[config.mk]
export PLATFORM = sky130hd
export DESIGN_NAME = gct_timers
export DESIGN_NICKNAME = d
export VERILOG_FILES = /design/src/include/gct_pkg.sv /design/src/logic/gct_timers.sv
export VERILOG_INCLUDE_DIRS = /design/src /design/src/include
export SDC_FILE = /design/constraint.sdc
export NUM_CORES = 1
export LEC_CHECK = 0
export BUFFER_PORTS_ARGS = -buffer_cell sky130_fd_sc_hd__buf_2
export CAP_MARGIN = 10
export CORE_MARGIN = 2
export CORE_UTILIZATION = 44
export DETAILED_ROUTE_END_ITERATION = 16
export HOLD_SLACK_MARGIN = 0.05
export SLEW_MARGIN = 15
export SYNTH_ARGS = -nofsm -noshare
export SYNTH_HDL_FRONTEND = slang
export SYNTH_SLANG_ARGS = --single-unit
[constraint.sdc]
create_clock -name clk -period 3.3 [get_ports clk]
set_input_delay 0.66 -clock clk [delete_from_list [all_inputs] [get_ports clk]]
set_output_delay 0.66 -clock clk [all_outputs]
set_load 0.02 [all_outputs]
[src/include/gct_map.svh]
/*
 * Register offsets, field positions, reset values and divider counts of the
 * counter/timer block. Assumes a 32-bit APB and byte addressing.
 */
`ifndef GCT_MAP_SVH
`define GCT_MAP_SVH

// Register byte offsets
`define GCT_CTRL_OFF        8'h00
`define GCT_T0_CNT_OFF      8'h04
`define GCT_T1_CNT_OFF      8'h08
`define GCT_T2_CNT_OFF      8'h0C
`define GCT_T2_RELOAD_OFF   8'h10
`define GCT_STATUS_OFF      8'h14
`define GCT_MASK_OFF        8'h18

// Control register fields
`define GCT_T0_MODE_LSB     0
`define GCT_T0_COUNTER_BIT  2
`define GCT_T0_GATE_BIT     3
`define GCT_T1_MODE_LSB     4
`define GCT_T1_COUNTER_BIT  6
`define GCT_T1_GATE_BIT     7
`define GCT_RUN0_BIT        8
`define GCT_RUN1_BIT        9
`define GCT_T0_CLKSEL_BIT   10
`define GCT_T1_CLKSEL_BIT   11
`define GCT_PRESCALE_LSB    12
`define GCT_GATE_POL0_BIT   14
`define GCT_GATE_POL1_BIT   15
`define GCT_T2_RUN_BIT      16
`define GCT_T2_SPLIT_BIT    17
`define GCT_T2_CLKSEL_LSB   18
`define GCT_T2_WAKE_EN_BIT  20
`define GCT_CTRL_WIDTH      21

// Status and mask bits
`define GCT_ST_T0_OVF       0
`define GCT_ST_T1_OVF       1
`define GCT_ST_T0_HIGH_OVF  2
`define GCT_ST_T2_LOW_OVF   3
`define GCT_ST_T2_HIGH_OVF  4
`define GCT_ST_WIDTH        5

// Reset values
`define GCT_CTRL_RESET      21'h000000
`define GCT_CNT_RESET       16'h0000
`define GCT_MASK_RESET      5'h00

// Prescale codes
`define GCT_PRE_DIV12       2'h0
`define GCT_PRE_DIV4        2'h1
`define GCT_PRE_DIV48       2'h2
`define GCT_PRE_EXT8        2'h3

// Timer two clock codes
`define GCT_T2_SYS          2'h0
`define GCT_T2_DIV12        2'h1

// Divider lengths, in clocks or external edges
`define GCT_DIV4            4
`define GCT_DIV12           12
`define GCT_DIV48           48
`define GCT_EXT_DIV         8

`endif

[src/include/gct_pkg.sv]
/*
 * Types of the counter/timer block. Assumes gct_map.svh for field widths.
 */
`include "gct_map.svh"

package gct_pkg;

    // Timer zero/one operating modes
    typedef enum logic [1:0] {
        GCT_MODE_13BIT = 2'h0,
        GCT_MODE_16BIT = 2'h1,
        GCT_MODE_RELOAD8 = 2'h2,
        GCT_MODE_SPLIT8 = 2'h3
    } gct_mode_type;

    // Whole state of the block
    typedef struct packed {
        logic [5:0]                 pre_cnt;
        logic [2:0]                 ext_div;
        logic [2:0]                 ext_sync;
        logic [2:0]                 pin0_sync;
        logic [2:0]                 pin1_sync;
        logic [`GCT_CTRL_WIDTH-1:0] ctrl;
        logic [15:0]                t0_cnt;
        logic [15:0]                t1_cnt;
        logic [15:0]                t2_cnt;
        logic [15:0]                t2_reload;
        logic [`GCT_ST_WIDTH-1:0]   status;
        logic [`GCT_ST_WIDTH-1:0]   mask;
        logic                       irq;
        logic [31:0]                prdata;
        logic                       pready;
        logic                       pslverr;
        logic                       baud_half;
        logic                       bit_tick;
        logic                       wake;
    } gct_state_type;

endpackage : gct_pkg

[src/logic/gct_timers.sv]
/*
 * Three counter/timers with APB registers, sticky overflow status with
 * mask and level interrupt, UART bit-rate tick and suspend wake-up.
 * Assumes a single clock, inputs synchronous to it, and an APB master that
 * holds each request until pready is seen high.
 */
`timescale 1ns/1ps
`include "gct_map.svh"

module gct_timers
(
    input  wire logic        clk,
    input  wire logic        resetn,
    input  wire logic        psel,
    input  wire logic        penable,
    input  wire logic        pwrite,
    input  wire logic [7:0]  paddr,
    input  wire logic [31:0] pwdata,
    output logic      [31:0] prdata,
    output logic             pready,
    output logic             pslverr,
    input  wire logic        event_pin_zero,
    input  wire logic        event_pin_one,
    input  wire logic        external_gate_input_zero,
    input  wire logic        external_gate_input_one,
    input  wire logic        external_osc_clock,
    input  wire logic        suspend,
    output logic             irq,
    output logic             uart_bit_tick,
    output logic             wake
);
    import gct_pkg::*;

    gct_state_type s_q;
    gct_state_type s_d;

    // Advance a timer zero/one count by one in the given mode; bit 16 is overflow
    function automatic logic [16:0] step_count(input logic [15:0] c, input gct_mode_type m);
        logic [12:0] v13;
        logic [16:0] r;
        v13 = {c[15:8], c[4:0]} + 13'h0001;
        r = {1'b0, c};
        unique case (m)
            GCT_MODE_13BIT:
                r = {&{c[15:8], c[4:0]}, v13[12:5], c[7:5], v13[4:0]};
            GCT_MODE_16BIT:
                r = {&c, c + 16'h0001};
            GCT_MODE_RELOAD8:
                r = (&c[7:0]) ? {1'b1, c[15:8], c[15:8]} : {1'b0, c[15:8], c[7:0] + 8'h01};
            GCT_MODE_SPLIT8:
                r = {&c[7:0], c[15:8], c[7:0] + 8'h01};
        endcase
        return r;
    endfunction : step_count

    // Timer-run decision shared by both standard timers
    function automatic logic run_ok(input logic run, input logic gate, input logic gin,
                                    input logic pol);
        return run & (~gate | (gin == pol));
    endfunction : run_ok

    logic        tick4;
    logic        tick12;
    logic        tick48;
    logic        tick_ext8;
    logic        pre_tick;
    logic        fall0;
    logic        fall1;
    logic        en0;
    logic        en1;
    logic        en0_high;
    logic        tick0;
    logic        tick1;
    logic        tick2;
    logic [16:0] nxt0;
    logic [16:0] nxt1;
    logic        ovf0;
    logic        ovf1;
    logic        ovf0_high;
    logic        ovf2_low;
    logic        ovf2_high;
    logic        wr;
    logic        rd;
    logic [`GCT_ST_WIDTH-1:0] set_bits;
    gct_mode_type mode0;
    gct_mode_type mode1;

    assign wr = psel & penable & s_q.pready & pwrite;
    assign rd = psel & penable & s_q.pready & ~pwrite;
    assign mode0 = gct_mode_type'(s_q.ctrl[`GCT_T0_MODE_LSB +: 2]);
    assign mode1 = gct_mode_type'(s_q.ctrl[`GCT_T1_MODE_LSB +: 2]);

    // Prescaler taps from one free counter over the 48-clock cycle
    assign tick4 = (s_q.pre_cnt[1:0] == 2'h3);
    assign tick12 = (s_q.pre_cnt == 6'h0B) || (s_q.pre_cnt == 6'h17) ||
                    (s_q.pre_cnt == 6'h23) || (s_q.pre_cnt == 6'h2F);
    assign tick48 = (s_q.pre_cnt == 6'(`GCT_DIV48 - 1));
    // External clock over eight, from rising edges after the synchroniser
    assign tick_ext8 = s_q.ext_sync[1] & ~s_q.ext_sync[2] & (s_q.ext_div == 3'h7);

    // Shared prescaled clock
    always_comb
    begin
        unique case (s_q.ctrl[`GCT_PRESCALE_LSB +: 2])
            `GCT_PRE_DIV12: pre_tick = tick12;
            `GCT_PRE_DIV4:  pre_tick = tick4;
            `GCT_PRE_DIV48: pre_tick = tick48;
            `GCT_PRE_EXT8:  pre_tick = tick_ext8;
        endcase
    end

    // Falling edges seen on the second and third sample stages only
    assign fall0 = ~s_q.pin0_sync[1] & s_q.pin0_sync[2];
    assign fall1 = ~s_q.pin1_sync[1] & s_q.pin1_sync[2];

    // Clock choice for timers zero and one; every source, event pins and external divider included, stops in suspend
    assign tick0 = s_q.ctrl[`GCT_T0_COUNTER_BIT] ? fall0 :
                   (s_q.ctrl[`GCT_T0_CLKSEL_BIT] ? 1'b1 : pre_tick);
    assign tick1 = s_q.ctrl[`GCT_T1_COUNTER_BIT] ? fall1 :
                   (s_q.ctrl[`GCT_T1_CLKSEL_BIT] ? 1'b1 : pre_tick);
    assign en0 = ~suspend & tick0 & run_ok(s_q.ctrl[`GCT_RUN0_BIT], s_q.ctrl[`GCT_T0_GATE_BIT],
                 external_gate_input_zero, s_q.ctrl[`GCT_GATE_POL0_BIT]);
    // Timer one stands still while its run bit lends itself to timer zero's high byte
    assign en1 = ~suspend & tick1 & (mode0 != GCT_MODE_SPLIT8) & (mode1 != GCT_MODE_SPLIT8) &
                 run_ok(s_q.ctrl[`GCT_RUN1_BIT], s_q.ctrl[`GCT_T1_GATE_BIT],
                 external_gate_input_one, s_q.ctrl[`GCT_GATE_POL1_BIT]);
    // High byte of split timer zero: timer clock only, timer one's run bit
    assign en0_high = ~suspend & (mode0 == GCT_MODE_SPLIT8) & s_q.ctrl[`GCT_RUN1_BIT] &
                      (s_q.ctrl[`GCT_T0_CLKSEL_BIT] ? 1'b1 : pre_tick);

    assign nxt0 = step_count(s_q.t0_cnt, mode0);
    assign nxt1 = step_count(s_q.t1_cnt, mode1);
    assign ovf0 = en0 & nxt0[16];
    assign ovf1 = en1 & nxt1[16];
    assign ovf0_high = en0_high & (&s_q.t0_cnt[15:8]);

    // Timer two clock; only the external divider runs in suspend
    always_comb
    begin
        unique case (s_q.ctrl[`GCT_T2_CLKSEL_LSB +: 2])
            `GCT_T2_SYS:   tick2 = ~suspend;
            `GCT_T2_DIV12: tick2 = ~suspend & tick12;
            default:       tick2 = tick_ext8;
        endcase
        tick2 = tick2 & s_q.ctrl[`GCT_T2_RUN_BIT];
    end
    assign ovf2_low = tick2 & (s_q.ctrl[`GCT_T2_SPLIT_BIT] ? (&s_q.t2_cnt[7:0])
                                                           : (&s_q.t2_cnt));
    assign ovf2_high = tick2 & s_q.ctrl[`GCT_T2_SPLIT_BIT] & (&s_q.t2_cnt[15:8]);

    always_comb
    begin
        set_bits = '0;
        set_bits[`GCT_ST_T0_OVF] = ovf0;
        set_bits[`GCT_ST_T1_OVF] = ovf1;
        set_bits[`GCT_ST_T0_HIGH_OVF] = ovf0_high;
        set_bits[`GCT_ST_T2_LOW_OVF] = ovf2_low;
        set_bits[`GCT_ST_T2_HIGH_OVF] = ovf2_high;
    end

    // Next state of the whole block
    always_comb
    begin
        s_d = s_q;
        s_d.pre_cnt = (s_q.pre_cnt == 6'(`GCT_DIV48 - 1)) ? 6'h00 : s_q.pre_cnt + 6'h01;
        s_d.ext_sync = {s_q.ext_sync[1:0], external_osc_clock};
        s_d.pin0_sync = {s_q.pin0_sync[1:0], event_pin_zero};
        s_d.pin1_sync = {s_q.pin1_sync[1:0], event_pin_one};
        if (s_q.ext_sync[1] & ~s_q.ext_sync[2])
        begin
            s_d.ext_div = s_q.ext_div + 3'h1;
        end
        // Timer zero; split mode keeps the high byte for its own counter
        if (en0)
        begin
            s_d.t0_cnt = nxt0[15:0];
        end
        if (en0_high)
        begin
            s_d.t0_cnt[15:8] = s_q.t0_cnt[15:8] + 8'h01;
        end
        if (en1)
        begin
            s_d.t1_cnt = nxt1[15:0];
        end
        // Timer two with reload from its own reload register
        if (tick2)
        begin
            if (s_q.ctrl[`GCT_T2_SPLIT_BIT])
            begin
                s_d.t2_cnt[7:0] = (&s_q.t2_cnt[7:0]) ? s_q.t2_reload[7:0]
                                                     : s_q.t2_cnt[7:0] + 8'h01;
                s_d.t2_cnt[15:8] = (&s_q.t2_cnt[15:8]) ? s_q.t2_reload[15:8]
                                                       : s_q.t2_cnt[15:8] + 8'h01;
            end
            else
            begin
                s_d.t2_cnt = (&s_q.t2_cnt) ? s_q.t2_reload : s_q.t2_cnt + 16'h0001;
            end
        end
        // Two timer one overflows make one bit period
        s_d.bit_tick = 1'b0;
        if (ovf1)
        begin
            s_d.baud_half = ~s_q.baud_half;
            s_d.bit_tick = s_q.baud_half;
        end
        // Wake request held until suspend ends
        if (~suspend)
        begin
            s_d.wake = 1'b0;
        end
        else if ((ovf2_low | ovf2_high) & s_q.ctrl[`GCT_T2_WAKE_EN_BIT])
        begin
            s_d.wake = 1'b1;
        end
        // Register writes win over counting in the same cycle
        if (wr)
        begin
            unique case (paddr)
                `GCT_CTRL_OFF:      s_d.ctrl = pwdata[`GCT_CTRL_WIDTH-1:0];
                `GCT_T0_CNT_OFF:    s_d.t0_cnt = pwdata[15:0];
                `GCT_T1_CNT_OFF:    s_d.t1_cnt = pwdata[15:0];
                `GCT_T2_CNT_OFF:    s_d.t2_cnt = pwdata[15:0];
                `GCT_T2_RELOAD_OFF: s_d.t2_reload = pwdata[15:0];
                `GCT_MASK_OFF:      s_d.mask = pwdata[`GCT_ST_WIDTH-1:0];
                default:            ;
            endcase
        end
        // Read clears status, but a new event in that cycle still lands
        if (rd && paddr == `GCT_STATUS_OFF)
        begin
            s_d.status = set_bits;
        end
        else
        begin
            s_d.status = s_q.status | set_bits;
        end
        s_d.irq = |(s_d.status & s_q.mask);
        // Answer one cycle after setup, so every access takes two cycles
        s_d.pready = psel & ~penable;
        s_d.pslverr = 1'b0;
        s_d.prdata = '0;
        if (psel & ~penable)
        begin
            unique case (paddr)
                `GCT_CTRL_OFF:      s_d.prdata = 32'(s_q.ctrl);
                `GCT_T0_CNT_OFF:    s_d.prdata = {16'h0000, s_q.t0_cnt};
                `GCT_T1_CNT_OFF:    s_d.prdata = {16'h0000, s_q.t1_cnt};
                `GCT_T2_CNT_OFF:    s_d.prdata = {16'h0000, s_q.t2_cnt};
                `GCT_T2_RELOAD_OFF: s_d.prdata = {16'h0000, s_q.t2_reload};
                `GCT_STATUS_OFF:    s_d.prdata = 32'(s_q.status | set_bits);
                `GCT_MASK_OFF:      s_d.prdata = 32'(s_q.mask);
                default:            s_d.pslverr = 1'b1;
            endcase
        end
    end

    // State register
    always_ff @(posedge clk or negedge resetn)
    begin
        if (!resetn)
        begin
            s_q <= '0;
        end
        else
        begin
            s_q <= s_d;
        end
    end

    assign prdata = s_q.prdata;
    assign pready = s_q.pready;
    assign pslverr = s_q.pslverr;
    assign irq = s_q.irq;
    assign uart_bit_tick = s_q.bit_tick;
    assign wake = s_q.wake;
endmodule : gct_timers

# [Yosys cells after proc, flatten, opt, wreduce, memory -nomap -nowiden]
# Index checks and enable logic that the tools add are counted.
[classes] addsub=12 eq_ne=27 n_mux=33 bitwise_logic=44 n_reduce_logical=24
[op_table] cell="21-bit case mux with 7 select lines" n=1
[op_table] cell="16-bit 2-to-1 mux" n=9
[op_table] cell="17-bit case mux with 4 select lines" n=2
[op_table] cell="64-bit 2-to-1 mux" n=1
[op_table] cell="16-bit by 1-bit adder with 16-bit output (second input constant)" n=3
[op_table] cell="16-bit AND reduction" n=3
[op_table] cell="8-bit by 1-bit adder with 8-bit output (second input constant)" n=5
[op_table] cell="8-bit AND reduction" n=5
[op_table] cell="17-bit 2-to-1 mux" n=2
[op_table] cell="1-bit AND" n=29
[op_table] cell="13-bit by 1-bit adder with 13-bit output (second input constant)" n=2
[op_table] cell="13-bit AND reduction" n=2
[op_table] cell="8-bit by 5-bit == test with 1-bit output (second input constant)" n=3
[op_table] cell="8-bit 2-to-1 mux" n=3
[op_table] cell="21-bit 2-to-1 mux" n=1
[op_table] cell="8-bit by 4-bit == test with 1-bit output (second input constant)" n=2
[op_table] cell="2-bit == test (second input constant)" n=7
[op_table] cell="6-bit == test (second input constant)" n=2
[op_table] cell="1-bit 2-to-1 mux" n=10
[op_table] cell="5-bit bitwise OR" n=2
[op_table] cell="1-bit NOT" n=9
[op_table] cell="2-bit by 1-bit == test with 1-bit output (second input constant)" n=4
[op_table] cell="8-bit by 3-bit == test with 1-bit output (second input constant)" n=1
[op_table] cell="2-bit zero test" n=4
[op_table] cell="20 further kinds" n=28
[word_totals] regBits=151 input_bits=51 out_inout_bits=37 elab_cells=159

# [Logic depth before layout (Yosys ltp)]
[logic_depth] ltp_word=16 mapped_depth=10

# [Least setup slack after synthesis]
# Ideal clock, no wire load.
[synth_timing] path_type="input to register" start="input paddr[0]" end="register s_q (netlist bit mode1[0])" arrival_time_ps=2513 t_required_ps=3175 path_slack_ps=662 cell_stages=6 path_buffers=2 path_cell_list="or4_4 or3_1 buf_6 nor4_4 buf_6 mux2_2"
[synth_via] elab_chain_cells=2
[synth_lines] item="from (decl)" line_no="gct_timers.sv:17" source="input wire logic [7:0] paddr,"
[synth_lines] item="8-bit zero test" line_no="gct_timers.sv:220" source="unique case (paddr)"
[synth_lines] item="2-bit AND reduction (no source line)"
[synth_lines] item="to (signal assigned)" line_no="gct_timers.sv:264" source="s_q <= '0;"
[synth_lines] item="to (signal assigned)" line_no="gct_timers.sv:268" source="s_q <= s_d;"
[synth_lines] item="to (decl)" line_no="gct_timers.sv:34" source="gct_state_type s_q;"
# Every way passes these cells.
# A chain may end at the register's enable or synchronous reset.

==> results.md <==
* Reg2reg path depth at 7
* Fin crit period at 2760 ps
* Total wire length at 22400 µm
* Port-buffer cells at 65
* Lkg Pwr at 4.10 nW
* Root buffer cell: clkbuf_16
* Post-CTS Hold Fix Bufs at 0
* Clock Pin Slew Worst Setup and Hold Paths at about 60 ps
* Initial antenna violation count at 0
* Num Clock Sinks at 140
* Clock Path Buffers at 2
* Via count at 6556
* Startpoint Class: flop
* Initial Utilization at ~45%
* Post-CTS Setup Bufs at 0
* Fin crit share at 83.8%
* WP data arrival at 3060 ps
* Slew @ Worst Pin at 850 ps
* Sequential area share after synthesis at between 40% and 50%
* H-tree depth at 4
* Nets at 955
* Total GRT Usage at 23.7%
* Net Sw Frac at 22.6%
* Inst Count DP at 1106
* DRC at 0
* Final count of pins violating max slew at 0
* DR vias/cell at around 5.8
* Post-synth EDFFs at 0
* Clock skew at around 7.5 ps
* Wire per inst at 19.7 µm
* Rel. slew slack at between 40% and 50%
* CP Cell Sequence: and4bb_2, a211o_2, o32ai_4, a21o_1, a211oi_1, o21ai_0, a21oi_1
* First-pass GRT wire length at 35500 µm
* Sequential share of power at 44.8%
* Largest net degree at the start of global routing at 70
* Max frequency at between 300 and 400 MHz
* DIE AREA at slightly below 20000 µm²
* Crit path kind: flop to flop
* Internal power at 3.07 mW
* GP Congestion at 0.918
* Logic pwr share at about 5%
* R2R Path End: prdata[0]
* Critical path capture point type: flop
* Remaining global-route overflow at 0
* Most frequent cells in the layout: 140 x dfrtp_1, 107 x nand2_1, 72 x o21ai_0
* Place WS at 410 ps
* Syn-to-layout area delta at 12.8%
* Sw power at approximately 0.89 mW
* Ys async rst share at 100%
* Top FF cell, synth: dfrtp_1
* Die Y at around 140 µm
* Final hold violation count at 0
* Most common cell after layout, fill and taps aside: dfrtp_1
* RSZ-0062 raised after global routing: false
* Crit path max-delay family: compound AO/OA/AOI/OAI gates
* I/O pin count at 88
* Die Wd at 139 µm
* Post-cts resize count at 0
* Num CTS Buffers at 17
* Setup ws final at approximately 540 ps
* Status: finished clean
* Peak supply drop at 0.000359 V
* Vias in the first global route at 6151
* Synth Instances at approximately 850
* Fill count at 1675
* Crit-path slowest cell: a21o_1
* Crit path largest cell delay at 590 ps
* Std cell rows at 49
* Setup Total Neg Slack at 0 ps
* Core footprint at 17900 µm²
* Reg2reg start: s_q[147]
* CTS tree: done
* Share of layout cells above drive strength 1 at just over 20%
* Finished Layout Cells at ~1.1k
* Iteration-0 DRC Markers at 566
* Critical-path maximum fanout at 18
* Worst-Skew Late Latency at 420 ps
* WP data required at ~3600 ps
* Reg2reg setup slack at 540 ps
* PwrDens at 438 nW/µm²
* HP Class: input pin to asynchronous set/reset pin
* Synth Area per Inst at 9.46 µm²
* First drt pass iteration count at 4
* #FFs+latches synth at between 100 and 150
* Unique masters post-synth at a little under 70
* Routed Antenna Nets at 0
* Ant diodes at 0
* Clock share of power at 50.2%
* Hpwl dp at 16500 µm
* Final setup fails at 0
* Syn. warnings at 0
* Syn Std Cell Area at 8010 µm²
* Max cap viols at 0
* CP bufs+invs at 0
[registers in the layout, indices dropped and copies added, names as in the netlist]
register and count:
irq 1, pready 1, mode0 2, uart_bit_tick 1, wake 1, mode1 2, pslverr 1, s_q 104
prdata 21, s_d 6
[synthesized netlist by cell type (8+ instances only)]
master | number | area share, %
a21o_1 | 9 | 0.84
a21oi_1 | 51 | 3.2
a221oi_1 | 12 | 1.3
a22oi_1 | 8 | 0.75
a31oi_1 | 10 | 0.78
and3_1 | 21 | 1.6
buf_2 | 10 | 0.62
buf_4 | 34 | 3.2
clkbuf_1 | 21 | 0.98
dfrtp_1 | 140 | 44
ha_1 | 8 | 1.2
inv_1 | 13 | 0.61
mux2_2 | 42 | 5.9
mux2i_1 | 34 | 4.2
nand2_1 | 107 | 5.0
nand2b_1 | 8 | 0.62
nand3_1 | 29 | 1.8
nor2_1 | 60 | 2.8
nor2b_1 | 13 | 1.0
nor3_1 | 16 | 1.0
o21ai_0 | 72 | 4.5
xnor2_1 | 11 | 1.2
xor2_1 | 18 | 2.0
[power groups by stage]
stage	sequential (mW)	clock [mW]	combinational, mW
floorplan	1.80	0	0.0984
global placement	1.80	0	0.199
detailed placement	1.81	0	0.201
CTS	1.77	2.02	0.201
global route	1.78	2.10	0.222
finish	1.77	1.99	0.199
[per-layer routing]
layer | global-route usage, % | vias to the layer above | share of wire [%]
met1 | 34.2 | 3233 | 47
met4 | 6.49 | 0 | 1.9
met2 | 36.7 | 191 | 46
met3 | 4.45 | 26 | 5.3
met5 | 0 | - | 0
li1 | - | 3106 | -
[final cells by class]
class / count / area [µm²] / area share, %
multi-input cells: 631 / 4060 / 44.9
flip-flops and latches: 140 / 3500 / 38.7
repair buffers: 93 / 542 / 5.99
clock buffers: 19 / 433 / 4.79
well taps: 229 / 287 / 3.17
clock inverters: 11 / 171 / 1.90
inverters: 13 / 48.8 / 0.540
[per-stage QoR]
step | total power [mW] | util, % | area, µm² | hold WS, ps
final | 3.96 | 50.5 | 9040 | 238
after global routing | 4.10 | 50.5 | 9040 | 281
after CTS | 4.00 | 50.5 | 9040 | 270
after detailed placement | 2.01 | 47.1 | 8440 | 336
after global placement | 2.00 | 47.1 | 8440 | 334
after floorplan | 1.90 | - | 8050 | 331
[cell families after synthesis]
kind of cell | Yosys count | synth area share [%]
other | 1 | 0.0468
multiplexers | 78 | 10.6
AO/OA/AOI/OAI | 210 | 16.7
adder cells (fa/ha/maj) | 8 | 1.25
flip-flops | 140 | 43.7
buffers and inverters | 86 | 6.25
XOR/XNOR | 29 | 3.17
AND/OR/NAND/NOR | 295 | 18.3
[how the worst max path moves through the flow]
stage | from | to | slack (ps) | cells after the start
after floorplan | paddr[0] | mode1[0] | 660 | 6
after global placement | paddr[0] | s_q[128] | 450 | 6
after detailed placement | paddr[0] | s_q[130] | 410 | 6
after CTS | s_q[147] | prdata[0] | 560 | 7
after global routing | s_q[147] | prdata[0] | 370 | 7
final | s_q[147] | prdata[0] | 540 | 7
Note: power is estimated with default switching activity, not from simulation.
